### src/include/swl_pkg.sv
// Purpose: constants for the single-wire wake and bit timing block
// Assumes: 250 MHz mclk (4 ns period)
// Notes: times kept in their own unit, cycle counts derived from them
package swl_pkg;
    // ------------------------------------------------------------
    // clock
    // ------------------------------------------------------------
    localparam int CLK_PERIOD_PS = 4000;
    // ------------------------------------------------------------
    // times, each in its own unit
    // ------------------------------------------------------------
    localparam int GLITCH_ACTIVE_NS = 45;
    localparam int SLEEP_GLITCH_US = 15;
    localparam int WAKE_LOW_US = 60;
    localparam int WATCHDOG_MS = 1300;
    localparam int INACTIVE_MS = 65;
    localparam int TURNAROUND_US = 96;
    localparam int TX_PULSE_NS = 6000;
    localparam int TX_BIT_NS = 54000;
    // ------------------------------------------------------------
    // derived cycle counts (least times rounded up)
    // ------------------------------------------------------------
    localparam int GLITCH_ACTIVE_CYC =
        (GLITCH_ACTIVE_NS * 1000 + CLK_PERIOD_PS - 1) / CLK_PERIOD_PS;
    localparam int SLEEP_GLITCH_CYC =
        (SLEEP_GLITCH_US * 1000000 + CLK_PERIOD_PS - 1) / CLK_PERIOD_PS;
    localparam int TURNAROUND_CYC = TURNAROUND_US * 1000000 / CLK_PERIOD_PS;
    localparam int TX_PULSE_CYC = TX_PULSE_NS * 1000 / CLK_PERIOD_PS;
    localparam int TX_BIT_CYC = TX_BIT_NS * 1000 / CLK_PERIOD_PS;
    localparam int WAKE_LOW_CYC = WAKE_LOW_US * 1000000 / CLK_PERIOD_PS;
    // long counts, used as parameter defaults
    localparam longint WATCHDOG_CYC =
        longint'(WATCHDOG_MS) * 64'd1000000000 / CLK_PERIOD_PS;
    localparam longint INACTIVE_CYC =
        longint'(INACTIVE_MS) * 64'd1000000000 / CLK_PERIOD_PS;
    // ------------------------------------------------------------
    // widths
    // ------------------------------------------------------------
    localparam int CNT_W = 32;
    localparam int DATA_W = 7;
endpackage : swl_pkg

### src/design/swl_glitch_filter.sv
// Purpose: pin synchroniser plus pulse-width filter for the data line
// Assumes: line idles high; filter width given in cycles
// Notes: output changes only after the level holds for width cycles
`timescale 1ns/100ps
module swl_glitch_filter
    import swl_pkg::*;
#(
    parameter int ACT_W = GLITCH_ACTIVE_CYC,
    parameter int SLP_W = SLEEP_GLITCH_CYC
) (
    // clock and reset
    input wire logic mclk,
    input wire logic rst_n,
    // line and mode
    input wire logic lineIn,
    input wire logic asleep,
    // filtered line
    output logic lineOut
);
    initial begin
        if (ACT_W < 1 || SLP_W < ACT_W)
            $error("swl_glitch_filter: bad filter widths");
    end

    typedef struct packed {
        logic [2:0] sync;
        logic level;
        logic [CNT_W-1:0] cnt;
    } swl_flt_t;

    swl_flt_t cur;
    swl_flt_t next_cur;

    // ------------------------------------------------------------
    // filter
    // ------------------------------------------------------------
    // asleep: only low pulses use the long width; highs use short width
    always_comb begin
        logic [CNT_W-1:0] width;
        width = CNT_W'(ACT_W);
        next_cur = cur;
        next_cur.sync = {cur.sync[1:0], lineIn};
        if (asleep && cur.level)
            width = CNT_W'(SLP_W);
        if (cur.sync[2] != cur.sync[1] || cur.sync[2] == cur.level) begin
            next_cur.cnt = '0;
        end else if (cur.cnt + 1'b1 >= width) begin
            next_cur.level = cur.sync[2];
            next_cur.cnt = '0;
        end else begin
            next_cur.cnt = cur.cnt + 1'b1;
        end
    end

    always_ff @(posedge mclk or negedge rst_n) begin
        if (!rst_n) begin
            cur <= '{sync: 3'h7, level: 1'b1, cnt: '0};
        end else begin
            cur <= next_cur;
        end
    end

    assign lineOut = cur.level;

    // short active pulses never move the filtered level
    a_glitch_hold: assert property (@(posedge mclk)
        disable iff (!rst_n)
        $changed(cur.level) |-> $past(cur.sync[2]) == cur.level &&
        $past(cur.cnt) + 1 >= CNT_W'(ACT_W))
        else $error("filter level changed before width was met");
    // a wake low needs the long width while asleep
    a_sleep_width: assert property (@(posedge mclk)
        disable iff (!rst_n)
        $fell(cur.level) && $past(asleep) |->
        $past(cur.cnt) + 1 >= CNT_W'(SLP_W))
        else $error("short low pulse passed while asleep");
endmodule : swl_glitch_filter

### src/design/swl_link.sv
// Purpose: device end of the single-wire link: wake, sleep, rx, tx timing
// Assumes: open-drain data line, 250 MHz mclk, host keeps its timing
// Notes: rx bits decoded from pulse count per bit window
// Contract
// - ignore active pulses under 45 ns
// - ignore sleep low pulses under 15 us
// - watchdog forces sleep after wake
// - timing matches 230.4 kbaud uart (code uses 6 us pulses and 54 us bits)
// - reply starts 64 to 131 us after
// - sleep after line inactive too long
`timescale 1ns/100ps
module swl_link
    import swl_pkg::*;
#(
    parameter longint WDOG_CYC = WATCHDOG_CYC,
    parameter longint IDLE_CYC = INACTIVE_CYC,
    parameter int TURN_CYC = TURNAROUND_CYC,
    parameter int PULSE_CYC = TX_PULSE_CYC,
    parameter int BIT_CYC = TX_BIT_CYC,
    parameter int WAKE_CYC = WAKE_LOW_CYC,
    parameter int SLP_FLT_CYC = SLEEP_GLITCH_CYC
) (
    // clock and reset
    input wire logic mclk,
    input wire logic rst_n,
    // data line, open drain
    input wire logic lineIn,
    output logic lineOut,
    output logic lineOe,
    // received bits
    output logic rxValid,
    output logic rxBit,
    // bits to send after the turnaround
    input wire logic txReq,
    input wire logic txBit,
    input wire logic txLast,
    output logic txTaken,
    // status
    output logic awake,
    output logic busy
);
    // refuse counts that the counters and the sequence cannot serve
    initial begin
        if (WDOG_CYC < 2 || IDLE_CYC < 2 || PULSE_CYC < 1 ||
            BIT_CYC < 4 * PULSE_CYC || TURN_CYC <= BIT_CYC / 2 ||
            WAKE_CYC < 1 || WDOG_CYC >= (longint'(1) << CNT_W) ||
            IDLE_CYC >= (longint'(1) << CNT_W))
            $error("swl_link: bad timing parameters");
    end

    typedef enum logic [2:0] {
        S_SLEEP, S_WAKE, S_IDLE, S_RXBIT, S_TURN, S_TXBIT
    } swl_state_t;

    typedef struct packed {
        swl_state_t st;
        logic [CNT_W-1:0] wdog;
        logic [CNT_W-1:0] idle;
        logic [CNT_W-1:0] t;
        logic [1:0] falls;
        logic prevLine;
        logic zero;
        logic last;
        logic drive;
        logic rxValid;
        logic rxBit;
        logic txTaken;
        logic awake;
        logic busy;
    } swl_core_t;

    swl_core_t cur;
    swl_core_t next_cur;
    logic line;

    // ------------------------------------------------------------
    // input filter and synchroniser
    // ------------------------------------------------------------
    swl_glitch_filter #(
        .ACT_W(GLITCH_ACTIVE_CYC),
        .SLP_W(SLP_FLT_CYC)
    ) u_filter (
        .mclk(mclk),
        .rst_n(rst_n),
        .lineIn(lineIn),
        .asleep(cur.st == S_SLEEP),
        .lineOut(line)
    );

    function automatic logic [CNT_W-1:0] inc(input logic [CNT_W-1:0] v);
        return v + 1'b1;
    endfunction : inc

    // ------------------------------------------------------------
    // main sequencer
    // ------------------------------------------------------------
    always_comb begin
        logic fell;
        fell = cur.prevLine && !line;
        next_cur = cur;
        next_cur.prevLine = line;
        next_cur.rxValid = 1'b0;
        next_cur.txTaken = 1'b0;
        next_cur.t = inc(cur.t);
        next_cur.wdog = inc(cur.wdog);
        next_cur.idle = (fell || cur.drive) ? '0 : inc(cur.idle);
        case (cur.st)
            S_SLEEP: begin
                next_cur.wdog = '0;
                next_cur.idle = '0; // inactivity counts from wake
                next_cur.drive = 1'b0;
                next_cur.t = line ? '0 : inc(cur.t);
                if (!line && cur.t + 1 >= CNT_W'(WAKE_CYC))
                    next_cur.st = S_WAKE;
            end
            S_WAKE: begin
                if (line) begin
                    next_cur.st = S_IDLE;
                    next_cur.idle = '0;
                end
            end
            S_IDLE: begin
                if (fell) begin
                    next_cur.st = S_RXBIT;
                    next_cur.t = '0;
                    next_cur.falls = '0;
                end
            end
            S_RXBIT: begin
                // a zero shows a second falling edge inside the bit
                if (fell && cur.falls != 2'h3)
                    next_cur.falls = cur.falls + 2'h1;
                if (cur.t + 1 >= CNT_W'(BIT_CYC / 2)) begin
                    next_cur.rxValid = 1'b1;
                    next_cur.rxBit = (cur.falls == 2'h0);
                    next_cur.st = txReq ? S_TURN : S_IDLE;
                end
            end
            S_TURN: begin
                // measured from the last bit's start edge
                if (cur.t + 1 >= CNT_W'(TURN_CYC)) begin
                    next_cur.t = '0;
                    if (txReq) begin
                        next_cur.st = S_TXBIT;
                        next_cur.zero = !txBit;
                        next_cur.last = txLast;
                        next_cur.txTaken = 1'b1;
                        next_cur.drive = 1'b1;
                    end else begin
                        next_cur.st = S_IDLE;
                    end
                end
            end
            S_TXBIT: begin
                // start low, high gap, zero low, then release
                next_cur.drive = (cur.t + 1 < CNT_W'(PULSE_CYC)) ||
                    (cur.zero && cur.t + 1 >= CNT_W'(2 * PULSE_CYC) &&
                    cur.t + 1 < CNT_W'(3 * PULSE_CYC));
                if (cur.t + 1 >= CNT_W'(BIT_CYC)) begin
                    next_cur.t = '0;
                    if (!cur.last && txReq) begin
                        next_cur.zero = !txBit;
                        next_cur.last = txLast;
                        next_cur.txTaken = 1'b1;
                        next_cur.drive = 1'b1;
                    end else begin
                        next_cur.st = S_IDLE;
                        next_cur.drive = 1'b0;
                    end
                end
            end
            default: next_cur.st = S_SLEEP;
        endcase
        // sleep forcing by watchdog or inactivity, either one overrides the sequencer
        if (cur.st != S_SLEEP && (cur.wdog + 1 >= CNT_W'(WDOG_CYC) ||
            cur.idle + 1 >= CNT_W'(IDLE_CYC))) begin
            next_cur.st = S_SLEEP;
            next_cur.drive = 1'b0;
            next_cur.t = '0;
        end
        // status flags registered from the next state
        next_cur.awake = (next_cur.st != S_SLEEP);
        next_cur.busy = (next_cur.st == S_TURN) || (next_cur.st == S_TXBIT);
    end

    // state register

    always_ff @(posedge mclk or negedge rst_n) begin
        if (!rst_n) begin
            cur <= '{st: S_SLEEP, prevLine: 1'b1, default: '0};
        end else begin
            cur <= next_cur;
        end
    end

    // ------------------------------------------------------------
    // outputs, straight from state
    // ------------------------------------------------------------
    assign lineOut = 1'b0;
    assign lineOe = cur.drive;
    assign rxValid = cur.rxValid;
    assign rxBit = cur.rxBit;
    assign txTaken = cur.txTaken;
    assign awake = cur.awake;
    assign busy = cur.busy;

    // ------------------------------------------------------------
    // checks
    // ------------------------------------------------------------
    a_wdog_sleep: assert property (@(posedge mclk)
        disable iff (!rst_n)
        cur.wdog >= CNT_W'(WDOG_CYC) |-> cur.st == S_SLEEP)
        else $error("watchdog did not force sleep");
    a_idle_sleep: assert property (@(posedge mclk)
        disable iff (!rst_n)
        cur.idle >= CNT_W'(IDLE_CYC) |-> cur.st == S_SLEEP)
        else $error("inactivity did not force sleep");
    a_no_drive_sleep: assert property (@(posedge mclk)
        disable iff (!rst_n)
        cur.st == S_SLEEP |-> !lineOe)
        else $error("line driven while asleep");
    a_turn_first: assert property (@(posedge mclk)
        disable iff (!rst_n)
        $rose(lineOe) && $past(cur.st) == S_TURN |->
        $past(cur.t) + 1 >= CNT_W'(TURN_CYC))
        else $error("reply began before turnaround");
    a_start_width: assert property (@(posedge mclk)
        disable iff (!rst_n)
        cur.st == S_TXBIT && cur.t < CNT_W'(PULSE_CYC) |-> lineOe)
        else $error("start pulse too short");
    a_one_pair: assert property (@(posedge mclk)
        disable iff (!rst_n)
        cur.st == S_TXBIT && !cur.zero && cur.t >= CNT_W'(PULSE_CYC)
        |-> !lineOe)
        else $error("one bit carries extra pulse");
    a_rx_once: assert property (@(posedge mclk)
        disable iff (!rst_n)
        rxValid |=> !rxValid)
        else $error("bit reported twice");
    a_wake_entry: assert property (@(posedge mclk)
        disable iff (!rst_n)
        $past(cur.st) == S_SLEEP && cur.st == S_WAKE |->
        $past(cur.t) + 1 >= CNT_W'(WAKE_CYC))
        else $error("woke without long low pulse");

    c_wake: cover property (@(posedge mclk) cur.st == S_WAKE);
    c_rx_zero: cover property (@(posedge mclk) rxValid && !rxBit);
    c_tx: cover property (@(posedge mclk) txTaken);
    c_sleep: cover property (@(posedge mclk) $fell(awake));
endmodule : swl_link

### config.mk
export PLATFORM = sky130hd
export DESIGN_NAME = swl_link
export DESIGN_NICKNAME = d
export VERILOG_FILES = /design/src/include/swl_pkg.sv /design/src/design/swl_glitch_filter.sv /design/src/design/swl_link.sv
export SDC_FILE = /design/constraint.sdc
export NUM_CORES = 1
export LEC_CHECK = 0
export ABC_CLOCK_PERIOD_IN_PS = 5000
export BUFFER_PORTS_ARGS = -buffer_cell sky130_fd_sc_hd__buf_4
export CAP_MARGIN = 20
export CORE_UTILIZATION = 60
export CTS_CLUSTER_DIAMETER = 30
export DETAILED_ROUTE_END_ITERATION = 10
export PLACE_DENSITY = 0.76
export SETUP_SLACK_MARGIN = 0.2
export SYNTH_ARGS = -nofsm -noshare
export SYNTH_HDL_FRONTEND = slang
export SYNTH_SLANG_ARGS = --single-unit
### constraint.sdc
create_clock -name mclk -period 5 [get_ports mclk]
set_clock_uncertainty 0.2 [all_clocks]
set_input_delay 1 -clock mclk [delete_from_list [all_inputs] [get_ports mclk]]
set_output_delay 1 -clock mclk [all_outputs]
set_load 0.02 [all_outputs]
## After elaboration in Yosys (flattened, before gate mapping)

Index checks and enable logic that the tools add are counted.

- Reductions and logical operators: 28
- Add/subtract/negate cells: 5
- Equal/unequal tests: 18
- Multiplexer cells: 40
- Bitwise logic cells: 1
- Magnitude comparators: 10

Operators by type and width:

| kind | count |
|---|---|
| 32-bit 2-to-1 mux | 9 |
| 32-bit by 1-bit adder with 32-bit output, second input constant | 4 |
| 32-bit case mux with 4 select lines | 1 |
| 32-bit by 14-bit greater-or-equal comparator with 1-bit output, second input constant | 2 |
| 32-bit case mux with 2 select lines | 1 |
| 3-bit 2-to-1 mux | 13 |
| 34-bit 2-to-1 mux | 1 |
| 32-bit by 12-bit greater-or-equal comparator with 1-bit output | 1 |
| 32-bit by 12-bit greater-or-equal comparator with 1-bit output, second input constant | 1 |
| 32-bit by 13-bit greater-or-equal comparator with 1-bit output, second input constant | 1 |
| 32-bit by 15-bit greater-or-equal comparator with 1-bit output, second input constant | 1 |
| 32-bit by 24-bit greater-or-equal comparator with 1-bit output, second input constant | 1 |
| 32-bit by 29-bit greater-or-equal comparator with 1-bit output, second input constant | 1 |
| 32-bit by 11-bit less-than comparator with 1-bit output, second input constant | 1 |
| 32-bit by 13-bit less-than comparator with 1-bit output, second input constant | 1 |
| 3-bit case mux with 6 select lines | 1 |
| 2-bit inequality test, second input constant | 7 |
| 3-bit equality test, second input constant | 4 |
| 12-bit 2-to-1 mux | 1 |
| 1-bit logical AND | 8 |
| 2-bit 2-to-1 mux | 4 |
| 2-bit case mux with 2 select lines | 2 |
| 3-bit by 2-bit equality test with 1-bit output, second input constant | 2 |
| 3-bit inequality test, second input constant | 2 |
| 18 further kinds | 32 |

- Word-level logic and storage cells: 119
- Output and inout port bits: 7
- Register bits: 146

## Longest topological paths before layout

- Depth in word-level cells: 8
- Mapped depth: 15
- Gate-level depth less buffers: 13

## Hierarchy

From an unflattened synthesis, not the netlist that was laid out.

- Cell total of the unflattened synthesis: 1,073
- Area, all modules: 9,352.7 um^2

Modules (own cells, without submodules):

| module | instances | area an instance (um^2) | cells each | seq. area each (um^2) |
|---|---|---|---|---|
| swl_link | 1 | 7,385.8 | 891 | 2,753.9 |
| swl_glitch_filter | 1 | 1,966.9 | 182 | 905.9 |

## Least setup slack after synthesis

No wires, ideal clock.

- Path kind: register -> register
- Start point: register cur[11] in the netlist's numbering
- End point: register cur[12] in the netlist's numbering
- Library setup time: 81 ps
- Setup slack: 1,448 ps
- Data required time: 4,719 ps
- Buffers on the path: 1
- Cell stages (with the launch flop): 12
- Data arrival time: 3,272 ps
- Cell sequence: dfrtp_1 -> ha_1 -> nand4_1 -> nor3_2 -> mux2i_1 -> a31oi_1 -> or4_4 -> or4_4 -> a221oi_2 -> a21oi_2 -> buf_6 -> nor3b_2

RTL lines:

| element | line | source |
|---|---|---|
| start: declaration | swl_link.sv:72 | `swl_core_t cur;` |
| start signal: assignment | swl_link.sv:192 | `cur <= next_cur;` |

==> impl_metrics.toml <==
[critical_path]
critPathMostFrequentCell = "or4_4"
worstPathArrival_ns = 4.49
timing.rr.end = "cur[13]"
crit_end = "cur[13]"
max_stage_delay_ns = 0.60
crit_cells = 11
r2r_start = "cur[11]"
path_delay_family = "simple AND/OR/NAND/NOR gates"
reg2reg_slack_ns = 0.65
cp_max_fo = 19
r2r_cells = 11
start_kind = "flip-flop"
worstPathCellList = "ha_1 > and4_1 > nand2_1 > nor3_4 > a31oi_1 > or4_4 > or4_4 > a221oi_2 > a21oi_4 > buf_4 > nor3_2"
crit_slowest_cell = "or4_4"
path_class = "reg2reg"
critPathCaptureType = "flip-flop"
critPathRequiredTime_ns = 5.14
critPathLaunch = "cur[11]"
crit_buf_inv = 1

[layout]
n_antenna_cell = 0
final_common_cell = "dfrtp_1"
final_cell_mix = "dfrtp_1 (141), nor2_1 (120), nand2_1 (75), xor2_1 (60), xnor2_1 (52)"
fill_cells = 1171
syn_to_final_growth_pct = 9.49
fin_area_sq_mm = 0.00990
final_net_count = 1031
drive_gt1_share_pct = 10.8

[drt]
via_count = 7314
drtIter0Drc = 518
drt-wirelength-per-cell_microns = 15.5
post_drt_via_cell_ratio = 6.06
drt_first_pass_iters = 5
drtAntennaViolNets = 0
drcViolationCount = 0
wirelength_microns = 18700

[yosys]
ys_types = 83
ys_seq_elements = 146
synth_area_leader_cell = "dfrtp_1"
synthTopCellsByArea = "dfrtp_1 (39%), xor2_1 (5.8%), xnor2_1 (5.0%)"
ys_seq_area_share_pct = 40.5
synth_cells = 998
yosys_most_used_dff = "dfrtp_1"
yosysTopAreaCellShare_pct = 39.0
synth_edf_count = 0
synth_warnings = 0
avgSynthCellArea_sq_um = 9.06
synthArstFlopShare_pct = 100
netlist_area_sq_mm = 0.00905

[timing]
tns_ns = 0
min_period_ns = 4.35
rsz0062_at_grt = "no"
slew_headroom_pct = 41.3
setup_viol = 0
tightest_slew_ns = 0.873
final_max_slew_viol_count = 0
max_clock_freq_ghz = 0.230
fin_crit_sh_pct = 87.1
final-hold-violation-count = 0

[clocking]
cts_tree = "built"
cts-root-buf = "clkbuf_16"
clk_pin_slew_ns = 0.06
cts_resized = 0
cts_hold_buf = 0
clk_latency_ns = 0.43
htreeDepth = 4
post_cts_buffers = 0
cts_sinks = 146
clockBufferDepth = 2
cts_buffers = 17

[floorplanning]
die_height_microns = 125
num_rows = 44
die_w_microns = 125
dieArea_sq_mm = 0.0156
initial_core_util_pct = 61.8
ioPinCount = 13
core-area_sq_mm = 0.0146

[grt]
grt_antenna_before_repair = 0
grt_pass1_wl_microns = 32600
grt_pass1_vias = 6880
gr-total-overflow = 0
grt_use_total_pct = 25.7
grt_start_max_net_pins = 97

[pwr]
powerDensity_mw_per_mm2 = 318
peakVddDrop_mv = 0.322
p_leak_nw = 4.19

[place]
dp_hpwl_microns = 12700
placed_area_sq_mm = 0.00933
io_buffers = 11
globalplace.congestion = 0.880

[status]
status = "completed"

[run]
cap_violations = 0

[hold_path]
min_from = "u_filter.cur[33]"
min_path_type = "reg2reg"
## final cells by class
type | instances | area [sq um] | area share (%)
repair buffers | 23 | 176 | 1.78
clock buffers | 19 | 443 | 4.47
inverters | 29 | 109 | 1.10
well taps | 184 | 230 | 2.32
flip-flops and latches | 146 | 3660 | 37.0
multi-input cells | 792 | 5160 | 52.1
clock inverters | 13 | 129 | 1.30
## report_power, final
part           internal (mW)  switching (mW)
Sequential              1.27           0.166
Combinational          0.199           0.292
Clock                  0.705           0.516
Total                   2.18           0.973
## routing by layer
| layer | global-route usage [%] | vias up | share of wire [%] |
|---|---|---|---|
| li1 | - | 3610 | - |
| met3 | 5.15 | 41 | 5.1 |
| met1 | 34.6 | 3453 | 46 |
| met5 | 0 | - | 0 |
| met2 | 41.6 | 210 | 47 |
| met4 | 8.21 | 0 | 1.4 |
## stage by stage
stage	utilization (%)	total power, mW	hold WS (ns)	worst slack (ns)	instances
after floorplan	-	1.82	0.145	1.45	1018
after global placement	63.7	1.92	0.148	0.890	1174
after detailed placement	63.7	1.94	0.148	0.750	1174
after CTS	67.6	3.17	0.157	0.710	1206
after global routing	67.6	3.31	0.169	0.444	1206
final	67.6	3.15	0.156	0.646	1206
## cells in the mapped netlist, types with 25 or more instances
cell type and count:
xor2_1 60, a21oi_1 25, nor2_1 120, inv_1 29, xnor2_1 52, nor3_1 31
nor3_2 31, nand2_1 75, clkbuf_1 36, nand4_1 42, o21ai_0 25, nand3_1 50
dfrtp_1 141
## logic make-up (layout without fill, tap and decap cells)
family | count (synthesis) | after routing | share of synthesized area [%]
AND/OR/NAND/NOR | 484 | 484 | 29.7
AO/OA/AOI/OAI | 146 | 146 | 11.6
flip-flops | 146 | 146 | 40.5
XOR/XNOR | 112 | 112 | 10.8
buffers and inverters | 80 | 84 | 3.75
adder cells (fa/ha/maj) | 16 | 16 | 2.21
multiplexers | 13 | 13 | 1.48
other | 1 | 21 | 0.0415
## sequential cells by signal, indices dropped and copies added, names as in the netlist
signal            flops
awake                 1
busy                  1
cur                 104
lineOe                1
rxBit                 1
rxValid               1
txTaken               1
u_filter.cur         35
u_filter.lineOut      1
## worst min-delay path by stage
stage                                   to  slack [ns]  cells after the start
after floorplan           u_filter.cur[34]        0.15                      0
after detailed placement  u_filter.cur[34]        0.15                      0
after global routing      u_filter.cur[34]        0.17                      0
final                     u_filter.cur[34]        0.16                      0
after global placement    u_filter.cur[34]        0.15                      0
after CTS                 u_filter.cur[34]        0.16                      0
(Power assumes the default switching activity.)
